<file path="src/hw/pmrc_pkg.sv">
package pmrc_pkg;
    // power modes requested by the core
    typedef enum logic [1:0] {PMRC_REQ_SLEEP, PMRC_REQ_DEEP, PMRC_REQ_STBY, PMRC_REQ_NONE} pmrc_req_t;
    // boot choices
    localparam logic [1:0] BOOT_USER = 2'h0;
    localparam logic [1:0] BOOT_SECURITY = 2'h1;
    localparam logic [1:0] BOOT_SYSTEM = 2'h2;
    localparam logic [1:0] BOOT_SRAM = 2'h3;
    localparam logic [31:0] BOOT_ADDR_MAX = 32'h9000_0000;
    // system clock source codes
    localparam logic [1:0] CLK_SRC_RC64M = 2'h0;
    // wakeup source vector widths
    localparam int EXT_LINES = 16;
    localparam int DS_OTHER_SRC = 12;
    localparam int STBY_SRC = 5;
    // reset stretch after supervisor release
    localparam int RST_STRETCH_NS = 100;
    localparam int CLK_PERIOD_NS = 10;
    localparam int RST_STRETCH_CYC = (RST_STRETCH_NS + CLK_PERIOD_NS - 1) / CLK_PERIOD_NS;
    localparam logic [3:0] RST_STRETCH_CNT = 4'(RST_STRETCH_CYC);
endpackage

</file>
<file path="src/hw/pmrc_top.sv">
`timescale 1ns/1ps
module pmrc_top #(
    parameter int EXT_LINES = pmrc_pkg::EXT_LINES,
    parameter int DS_OTHER = pmrc_pkg::DS_OTHER_SRC
) (
    input wire logic i_clk_sys,
    input wire logic i_srst,
    input wire logic i_sleep_req,
    input wire logic i_deep_req,
    input wire logic i_stby_req,
    input wire logic i_irq_any,
    input wire logic [EXT_LINES-1:0] i_ext_lines,
    input wire logic [DS_OTHER-1:0] i_ds_wake_src,
    input wire logic i_external_reset_pin,
    input wire logic i_rtc_wake,
    input wire logic i_independent_watchdog,
    input wire logic i_wakeup_pin,
    input wire logic i_clock_monitor_lock_event,
    input wire logic i_supply_low,
    input wire logic i_low_voltage_detector,
    input wire logic i_soft_reset,
    input wire logic i_rc_osc_64m_stable,
    input wire logic i_boot_pin,
    input wire logic [1:0] i_boot_mode,
    input wire logic [31:0] i_boot_address_values0,
    input wire logic [31:0] i_boot_address_values1,
    output logic o_core_clk_en,
    output logic o_periph_clk_en,
    output logic o_core_domain_clk_en,
    output logic o_low_power_rc_4m_en,
    output logic o_rc_osc_64m_en,
    output logic o_high_speed_crystal_en,
    output logic o_pll_en,
    output logic o_regulator_en,
    output logic o_core_domain_pwr,
    output logic o_retain,
    output logic o_clk_src_force,
    output logic [1:0] o_clk_src,
    output logic o_sys_rst,
    output logic o_lvd_irq,
    output logic [31:0] o_boot_addr,
    output logic [1:0] o_boot_mode,
    output logic [2:0] o_mode
);
    // ****************************************
    // state and wake decode
    // ****************************************
    typedef enum logic [2:0] {PMRC_RUN, PMRC_SLEEP, PMRC_DEEP, PMRC_WAIT_RC, PMRC_STBY} pmrc_st_t;
    pmrc_st_t st;
    pmrc_st_t next_st;
    pmrc_st_t next_mode;
    logic ds_wake;
    logic sb_wake;
    logic rst_req;
    logic rst_out;
    logic gate_en_raw;
    logic gate_en;
    logic lvd_q;
    logic next_core_clk;
    logic next_periph;
    logic clk_tree_on;
    logic core_powered;
    logic next_retain;
    logic next_force;
    logic next_lvd_irq;
    logic [31:0] boot_pick;
    logic [31:0] next_boot_addr;

    // mode decodes shared by the gate and the outputs
    function automatic logic core_runs(input pmrc_st_t s);
        return s == PMRC_RUN;
    endfunction
    // oscillators and the core-domain clock tree die in deep-sleep and standby
    function automatic logic osc_alive(input pmrc_st_t s);
        return !(s == PMRC_DEEP || s == PMRC_STBY);
    endfunction
    // only standby removes the regulator and the core-domain supply
    function automatic logic domain_powered(input pmrc_st_t s);
        return s != PMRC_STBY;
    endfunction

    // any wake line routed through the external interrupt unit
    assign ds_wake = (|i_ext_lines) || (|i_ds_wake_src);
    assign sb_wake = i_external_reset_pin || i_rtc_wake || i_independent_watchdog
        || i_wakeup_pin || i_clock_monitor_lock_event;
    // standby exit restarts from reset; supervisor low supply always forces reset
    assign rst_req = i_supply_low || i_soft_reset || i_external_reset_pin
        || (st == PMRC_STBY && sb_wake);
    // a standing reset pulls the mode back to run, so no output shows a mode that the
    // register is leaving
    assign next_mode = rst_out ? PMRC_RUN : next_st;

    // next mode; deep-sleep exit waits for the RC
    always_comb
    begin
        next_st = st;
        unique case (st)
            PMRC_RUN:
            begin
                if (i_stby_req)
                    next_st = PMRC_STBY;
                else if (i_deep_req)
                    next_st = PMRC_DEEP;
                else if (i_sleep_req)
                    next_st = PMRC_SLEEP;
            end
            PMRC_SLEEP:
                if (i_irq_any || ds_wake)
                    next_st = PMRC_RUN;
            PMRC_DEEP:
                if (ds_wake)
                    next_st = PMRC_WAIT_RC;
            PMRC_WAIT_RC:
                if (i_rc_osc_64m_stable)
                    next_st = PMRC_RUN;
            PMRC_STBY:
                if (sb_wake)
                    next_st = PMRC_RUN;
        endcase
    end

    // ****************************************
    // mode register
    // ****************************************
    // reset wins over all mode requests
    always_ff @(posedge i_clk_sys)
    begin
        if (i_srst)
            st <= PMRC_RUN;
        else
            st <= next_mode;
    end

    // ****************************************
    // reset stretch and clock gate
    // ****************************************
    pmrc_rst_sync u_rst (
        .i_clk_sys(i_clk_sys),
        .i_req(i_srst || rst_req),
        .o_rst(rst_out)
    );

    // the gate enable is registered once more, so the core clock comes on a cycle after the mode enters run
    assign gate_en_raw = core_runs(next_mode);
    pmrc_clk_gate u_gate (
        .i_clk_sys(i_clk_sys),
        .i_srst(i_srst),
        .i_en(gate_en_raw),
        .o_en(gate_en)
    );

    // ****************************************
    // outputs
    // ****************************************
    // next output levels; the clock, power and retention ones decoded from the mode being entered
    assign next_core_clk = gate_en && core_runs(next_mode);
    assign next_periph = core_runs(next_mode) || (next_mode == PMRC_SLEEP);
    assign clk_tree_on = osc_alive(next_mode);
    assign core_powered = domain_powered(next_mode);
    assign next_retain = (next_mode == PMRC_DEEP) || (next_mode == PMRC_WAIT_RC);
    // single pulse on the edge that leaves deep-sleep, whatever source ran before
    assign next_force = (st == PMRC_DEEP) && (next_mode == PMRC_WAIT_RC);
    // rising edge only, so a supply that stays low does not flood software
    assign next_lvd_irq = i_low_voltage_detector && !lvd_q;
    // boot pin picks the word; past the top of the range it clamps rather than wraps
    assign boot_pick = i_boot_pin ? i_boot_address_values1 : i_boot_address_values0;
    assign next_boot_addr = (boot_pick > pmrc_pkg::BOOT_ADDR_MAX) ? pmrc_pkg::BOOT_ADDR_MAX
        : boot_pick;

    // clock and power enables; backup and debug are not outputs here, so untouched
    always_ff @(posedge i_clk_sys)
    begin
        if (i_srst)
        begin
            o_core_clk_en <= 1'b1;
            o_periph_clk_en <= 1'b1;
            o_core_domain_clk_en <= 1'b1;
            o_low_power_rc_4m_en <= 1'b1;
            o_rc_osc_64m_en <= 1'b1;
            o_high_speed_crystal_en <= 1'b1;
            o_pll_en <= 1'b1;
            o_regulator_en <= 1'b1;
            o_core_domain_pwr <= 1'b1;
            o_retain <= 1'b0;
            o_clk_src_force <= 1'b0;
            o_clk_src <= pmrc_pkg::CLK_SRC_RC64M;
            o_mode <= 3'(PMRC_RUN);
        end
        else
        begin
            o_core_clk_en <= next_core_clk;
            o_periph_clk_en <= next_periph;
            o_core_domain_clk_en <= clk_tree_on;
            o_low_power_rc_4m_en <= clk_tree_on;
            o_rc_osc_64m_en <= clk_tree_on;
            o_high_speed_crystal_en <= clk_tree_on;
            o_pll_en <= clk_tree_on;
            o_regulator_en <= core_powered;
            o_core_domain_pwr <= core_powered;
            o_retain <= next_retain;
            o_clk_src_force <= next_force;
            o_clk_src <= pmrc_pkg::CLK_SRC_RC64M;
            o_mode <= 3'(next_mode);
        end
    end

    // reset and warning outputs
    always_ff @(posedge i_clk_sys)
    begin
        if (i_srst)
        begin
            o_sys_rst <= 1'b1;
            o_lvd_irq <= 1'b0;
            lvd_q <= 1'b0;
        end
        else
        begin
            o_sys_rst <= rst_out;
            o_lvd_irq <= next_lvd_irq;
            lvd_q <= i_low_voltage_detector;
        end
    end

    // boot choice is taken only while reset stands, so it never moves under running code
    always_ff @(posedge i_clk_sys)
    begin
        if (i_srst)
        begin
            o_boot_addr <= 32'h0000_0000;
            o_boot_mode <= pmrc_pkg::BOOT_USER;
        end
        else if (rst_out)
        begin
            o_boot_mode <= i_boot_mode;
            o_boot_addr <= next_boot_addr;
        end
    end

    // ****************************************
    // checks
    // ****************************************
    a_sleep_periph: assert property (@(posedge i_clk_sys) disable iff (i_srst)
        st == PMRC_SLEEP |-> o_periph_clk_en && !o_core_clk_en)
        else $error("sleep clocks wrong");
    a_sleep_wake: assert property (@(posedge i_clk_sys) disable iff (i_srst || rst_out)
        st == PMRC_SLEEP && i_irq_any |=> st == PMRC_RUN)
        else $error("sleep did not wake");
    a_deep_clk_off: assert property (@(posedge i_clk_sys) disable iff (i_srst)
        st == PMRC_DEEP && $past(st) == PMRC_DEEP |-> !o_pll_en && !o_rc_osc_64m_en)
        else $error("clocks on in deep-sleep");
    a_deep_osc_off: assert property (@(posedge i_clk_sys) disable iff (i_srst)
        st == PMRC_DEEP |-> !o_core_domain_clk_en && !o_high_speed_crystal_en
        && !o_low_power_rc_4m_en && !o_periph_clk_en)
        else $error("deep-sleep oscillators on");
    a_deep_retain: assert property (@(posedge i_clk_sys) disable iff (i_srst)
        st == PMRC_DEEP && $past(st) == PMRC_DEEP |-> o_retain)
        else $error("retention lost");
    a_deep_exit: assert property (@(posedge i_clk_sys) disable iff (i_srst || rst_out)
        st == PMRC_DEEP && ds_wake |=> st == PMRC_WAIT_RC)
        else $error("deep-sleep not left");
    a_rc_select: assert property (@(posedge i_clk_sys) disable iff (i_srst)
        st == PMRC_WAIT_RC && $past(st) == PMRC_DEEP
        |-> o_clk_src_force && o_clk_src == pmrc_pkg::CLK_SRC_RC64M)
        else $error("wrong clock source");
    a_stby_pwr: assert property (@(posedge i_clk_sys) disable iff (i_srst)
        st == PMRC_STBY && $past(st) == PMRC_STBY |-> !o_regulator_en)
        else $error("regulator on in standby");
    a_stby_osc_off: assert property (@(posedge i_clk_sys) disable iff (i_srst)
        st == PMRC_STBY |-> !o_rc_osc_64m_en && !o_low_power_rc_4m_en && !o_pll_en
        && !o_high_speed_crystal_en && !o_core_domain_pwr)
        else $error("standby supply or oscillators on");
    a_stby_restart: assert property (@(posedge i_clk_sys) disable iff (i_srst)
        st == PMRC_STBY && sb_wake |=> ##1 o_sys_rst)
        else $error("standby exit without reset");
    a_stby_exit: assert property (@(posedge i_clk_sys) disable iff (i_srst)
        st == PMRC_STBY && !sb_wake && !rst_out |=> st == PMRC_STBY)
        else $error("standby left without source");
    a_rst_to_run: assert property (@(posedge i_clk_sys) disable iff (i_srst)
        rst_out |=> st == PMRC_RUN && o_mode == 3'(PMRC_RUN))
        else $error("reset left a low-power mode");
    a_supply_rst: assert property (@(posedge i_clk_sys) disable iff (i_srst)
        i_supply_low |=> ##1 o_sys_rst)
        else $error("no reset on low supply");
    a_lvd_irq: assert property (@(posedge i_clk_sys) disable iff (i_srst)
        i_low_voltage_detector && !lvd_q |=> o_lvd_irq)
        else $error("no low-voltage warning");
    a_lvd_single: assert property (@(posedge i_clk_sys) disable iff (i_srst)
        o_lvd_irq |=> !o_lvd_irq)
        else $error("warning pulse too long");
    a_boot_pick: assert property (@(posedge i_clk_sys) disable iff (i_srst)
        rst_out && !i_boot_pin && i_boot_address_values0 <= pmrc_pkg::BOOT_ADDR_MAX
        |=> o_boot_addr == $past(i_boot_address_values0))
        else $error("boot address not taken");
    a_rc_wait: assert property (@(posedge i_clk_sys) disable iff (i_srst)
        st == PMRC_WAIT_RC |=> !o_core_clk_en || $past(i_rc_osc_64m_stable))
        else $error("core clock before RC stable");
endmodule

</file>
<file path="src/hw/pmrc_clk_gate.sv">
`timescale 1ns/1ps
// glitch-free gate enable: changes only on the rising edge of i_clk_sys
module pmrc_clk_gate (
    input wire logic i_clk_sys,
    input wire logic i_srst,
    input wire logic i_en,
    output logic o_en
);
    // enable registered so downstream latch-free gating sees a clean edge
    always_ff @(posedge i_clk_sys)
    begin
        if (i_srst)
            o_en <= 1'b1;
        else
            o_en <= i_en;
    end
endmodule

</file>
<file path="src/hw/pmrc_rst_sync.sv">
`timescale 1ns/1ps
// stretches a reset request for a fixed number of cycles
module pmrc_rst_sync #(
    parameter logic [3:0] STRETCH = pmrc_pkg::RST_STRETCH_CNT
) (
    input wire logic i_clk_sys,
    input wire logic i_req,
    output logic o_rst
);
    logic [3:0] cnt;
    logic [3:0] next_cnt;
    assign next_cnt = i_req ? STRETCH : ((cnt != 4'h0) ? cnt - 4'h1 : 4'h0);
    // held while the request stands, then counted down
    always_ff @(posedge i_clk_sys)
    begin
        cnt <= next_cnt;
        o_rst <= i_req || (cnt != 4'h0);
    end
endmodule

</file>
<file path="config.mk">
export PLATFORM = sky130hd
export DESIGN_NAME = pmrc_top
export DESIGN_NICKNAME = d
export VERILOG_FILES = /design/src/hw/pmrc_pkg.sv /design/src/hw/pmrc_top.sv /design/src/hw/pmrc_clk_gate.sv /design/src/hw/pmrc_rst_sync.sv
export SDC_FILE = /design/constraint.sdc
export NUM_CORES = 1
export LEC_CHECK = 0
export BUFFER_PORTS_ARGS = -buffer_cell sky130_fd_sc_hd__clkbuf_2
export CAP_MARGIN = 10
export CORE_ASPECT_RATIO = 1.25
export CORE_UTILIZATION = 30
export CTS_CLUSTER_DIAMETER = 60
export DETAILED_ROUTE_END_ITERATION = 10
export GPL_TIMING_DRIVEN = 0
export SLEW_MARGIN = 0
export SYNTH_ARGS = -nofsm -noshare
export SYNTH_HDL_FRONTEND = slang
export SYNTH_SLANG_ARGS = --single-unit
</file>
<file path="constraint.sdc">
create_clock -name i_clk_sys -period 3.8 [get_ports i_clk_sys]
set_clock_uncertainty 0.05 [all_clocks]
set_input_delay 0.19 -clock i_clk_sys [delete_from_list [all_inputs] [get_ports i_clk_sys]]
set_output_delay 0.19 -clock i_clk_sys [all_outputs]
set_load 0.005 [all_outputs]
</file>
# Word level (Yosys, flattened, before mapping)

Index checks and enable logic that the tools add are counted.

Register bits: 52
Bits of input ports: 110
Output and inout bits: 52
Logic and storage cells: 66

Add/sub/neg operators: 1
Order comparisons: 1
Eq/ne operators: 9
Mux-type cells: 12
Bitwise operators: 1
Reductions and logical operators: 26

Operator list:

| operator               | count |
|---|---|
| $mux W32               | 2 |
| $gt A32 B32 Y1 const B | 1 |
| $mux W3                | 8 |
| $reduce_or A16 Y1      | 1 |
| $pmux W3 S5            | 1 |
| $logic_or A1 B1 Y1     | 14 |
| $eq A3 B2 Y1 const B   | 4 |
| $reduce_or A12 Y1      | 1 |
| $eq A3 B1 Y1 const B   | 2 |
| $eq A3 B3 Y1 const B   | 2 |
| $logic_not A3 Y1       | 2 |
| $logic_and A1 B1 Y1    | 4 |
| $mux W4                | 1 |
| $reduce_bool A4 Y1     | 1 |
| $sub A4 B1 Y4 const B  | 1 |
| $ne A3 B3 Y1 const B   | 1 |
| $logic_not A1 Y1       | 2 |
| $reduce_or A2 Y1       | 1 |
| $not A1 Y1             | 1 |

# Depth between registers and ports, before layout

Word-level depth: 10
Gate-level depth with buffers: 7
Depth with buffers taken out: 5

# Hierarchy

From an unflattened synthesis, not the netlist that was laid out.

Cells, all modules: 278
Area total of the unflattened synthesis: 2562.5 um2

By module, submodules not included:

| module        | instances | cells each | area each (um2) | seq. area each (um2) |
|---|---|---|---|---|
| pmrc_top      | 1         | 260        | 2366.0          | 920.9 |
| pmrc_rst_sync | 1         | 16         | 170.2           | 100.1 |
| pmrc_clk_gate | 1         | 2          | 26.3            | 20.0 |

# Worst setup path before layout

OpenSTA, ideal clock, no wires.

Path type: register to register
Start: reg o_mode[2] (netlist name)
End: reg o_core_clk_en
Setup time: 124 ps
Arrival time: 1704 ps
Data required time: 3626 ps
Path slack: 1922 ps
Stages on the path, launching flop included: 7
Buffers on the path: 1
Clock period less this slack: 1878 ps
Path through: dfxtp_1 > buf_6 > or3b_4 > o311ai_2 > or4b_4 > a21oi_1 > nor3_1

RTL lines:

| element              | RTL line        | text |
|---|---|---|
| to (signal assigned) | pmrc_top.sv:191 | `o_core_clk_en <= next_core_clk;` |
| to (decl)            | pmrc_top.sv:27  | `output logic o_core_clk_en,` |

==> impl_metrics.yaml <==
synthesis:
  synth_ff_type: "dfxtp_1"
  synth_edf_count: 0
  yosysMostFrequentCell: "dfxtp_1"
  synth-seq-cells: 52
  syn_inst: 276
  syn_avg_cell_area_um2: 9.60
  synthArstFlopShare_pct: 0
  synth_area_um2: 2650
  ys_seq_area_share_pct: 39.3
  yosysWarnings: 0
  synth_top_area_share_pct: 39.3
  synthTopCellsByArea: "dfxtp_1 39%, mux2i_1 13%, o32ai_1 8.9%"
  synth_area_leader_cell: "dfxtp_1"
  yosys-top-cells-count: "52 x dfxtp_1, 34 x mux2i_1, 33 x nand2b_1"
  synth.distinct_cells: 49
critical_path:
  crit_fanout: 9
  crit_type: "flop to flop"
  arrival_ns: 2.20
  end_kind: "flop"
  path_buf_inv: 1
  slowest_delay_ns: 0.51
  slowest_stage: "or4b_4"
  path_cells: "buf_6 > or3b_4 > o311ai_2 > or4b_4 > a21oi_1 > nor3_1"
  worstPathRequired_ns: 3.94
  crit_path_start_kind: "flop"
  cpLargestDelayFamily: "simple AND/OR/NAND/NOR gates"
clocking:
  cts_buffer_depth: 2
  cts_buffers: 5
  cts_root_buffer: "clkbuf_8"
  cts.sinks: 52
  cts_tree: "built"
  ctsResizeCount: 0
  htreeDepth: 2
  cts_hold_buf: 0
  clkLatencyLatePin_ns: 0.30
  post_cts_buffers: 0
  clk_pin_slew_ns: 0.11
cells_and_area:
  post_route_cells_drive_above_1_share_pct: 43.5
  post-route-util_pct: 44.2
  syn2layout_area_growth_pct: 39.8
  final_nets: 553
  n_antenna_cell: 0
floorplan:
  ioPinCount: 162
  die-area_um2: 9210
  die_x_um: 86.0
  start_util_pct: 31.6
  die_height_um: 107
  core_um2: 8380
  rows: 37
pwr:
  p_switching_uw: 302
  power_frac_seq_pct: 49.9
  comb_power_share_pct: 17.0
  peakVddDrop_v: 0.000150
  powerDensity_nw_per_um2: 315
  clockPowerShare_pct: 33.1
  power_leakage_uw: 0.00167
  swShare_pct: 25.9
  internal_power_uw: 864
drt:
  route.detailed.drc: 0
  ant_nets: 0
  vias: 2784
  wl_per_cell_um: 15.5
  first_pass_iters: 4
  drt_iter0_markers: 83
  vias_per_cell: 4.96
  totalWireLength_um: 8700
placement:
  place_congestion: 0.805
  preCtsSetupSlack_ns: 1.72
  dp_hpwl_um: 7250
  portBuffers: 159
status:
  status: "completed"
run:
  cap_violations: 0
global_route:
  grt_max_degree: 16
  antenna_found_initial: 0
  grt_pass1_vias: 2673
  grt_pass1_wl_um: 13200
  grt-ovfl-total: 0
  grt_usage_pct: 18.7
worst_hold_path:
  hold_class: "input pin to flop"
timing:
  fin_crit_sh_pct: 54.3
  worst_slew_pin_slew_ns: 0.586
  final_max_slew_viol_count: 0
  rsz0062_at_grt: "no"
  fmax_mhz: 485
  fin_tns_setup_ns: 0
  hold_viol: 0
  period_minus_slack_ns: 2.06
  max_slew_margin_pct: 60.9
  setup-violations-final: 0
  setup_ws_ns: 1.74
## worst register-to-register path, delay by kind of cell (launching register included)
kind	cells	cell delay, ns
DFF	1	0.37
and+or+nand+nor	3	1.00
buffers and inverters	1	0.14
AOI/OAI and AO/OA	2	0.38
## final cells by class
type | count | area [µm²]
inverters | 3 | 11.3
plain buffers | 28 | 156
fillers | 849 | 4680
repair buffers | 159 | 796
flip-flops and latches | 52 | 1040
clock inverters | 2 | 35.0
well taps | 117 | 146
multi-input cells | 194 | 1440
clock buffers | 6 | 72.6
## layout by cell type, fill, tap and decap left out, types with 3 or more instances in the layout
| cell | n |
|---|---|
| nand4_1 | 4 |
| nor4_1 | 16 |
| dfxtp_1 | 52 |
| o32ai_1 | 27 |
| a21oi_1 | 6 |
| nor3_1 | 8 |
| nand2b_1 | 33 |
| nor2_1 | 15 |
| mux2i_1 | 34 |
| inv_1 | 3 |
| o21bai_1 | 3 |
| or3b_2 | 3 |
| nand3b_1 | 3 |
| clkbuf_8 | 5 |
| buf_2 | 5 |
| nor3b_1 | 3 |
| clkbuf_1 | 10 |
| buf_4 | 8 |
| buf_1 | 4 |
| nor2b_1 | 4 |
| clkbuf_2 | 159 |
## final timing paths
kind | startpoint | end | slack [ns] | cells after the start
hold / removal | i_boot_mode[1] | o_boot_mode[1] | 0.07 | 3
hold reg to reg | lvd_q | o_lvd_irq | 0.34 | 1
setup / recovery | o_mode[2] | o_core_clk_en | 1.74 | 6
setup reg to reg | o_mode[2] | o_core_clk_en | 1.74 | 6
## kinds of logic after synthesis
logic type	after synthesis	share of synthesized area [%]
buf+inv	31	6.33
xor+xnor	1	0.331
flops	52	39.3
simple gates	100	23.4
compound gates	56	17.2
other cells	1	0.142
mux	35	13.3
## power by group through the flow
stage / clock network [µW] / logic, µW / registers [µW]
detailed placement: 0 / 201 / 595
global placement: 0 / 200 / 594
CTS: 395 / 202 / 583
global route: 421 / 218 / 586
floorplan: 0 / 82.1 / 596
finish: 386 / 199 / 582
## layer usage
metal / wire (µm) / global-route usage [%] / up-vias
met5: 0 / 0 / -
met4: 130 / 4.76 / 0
met2: 4200 / 34.2 / 146
met3: 867 / 6.62 / 9
met1: 3510 / 20.3 / 1254
li1: - / - / 1375
## state kept, by name, summed over array words and instances, names as in the netlist
register           cells
o_boot_addr           32
u_rst.cnt              4
o_mode                 3
o_boot_mode            2
lvd_q                  1
o_clk_src_force        1
o_core_clk_en          1
o_core_domain_pwr      1
o_lvd_irq              1
o_periph_clk_en        1
o_pll_en               1
o_retain               1
o_sys_rst              1
u_gate.o_en            1
u_rst.o_rst            1
## stage by stage
step	hold slack [ns]	cells	power, µW	instance area, µm²
6_report	0.0663	561	1170	3700
5_1_grt	0.0650	561	1220	3700
4_1_cts	0.0653	561	1180	3700
3_5_place_dp	0.333	553	796	3590
3_3_place_gp	0.326	553	794	3590
2_1_floorplan	0.284	277	678	2650
Note: power is estimated with default switching activity, not from simulation.
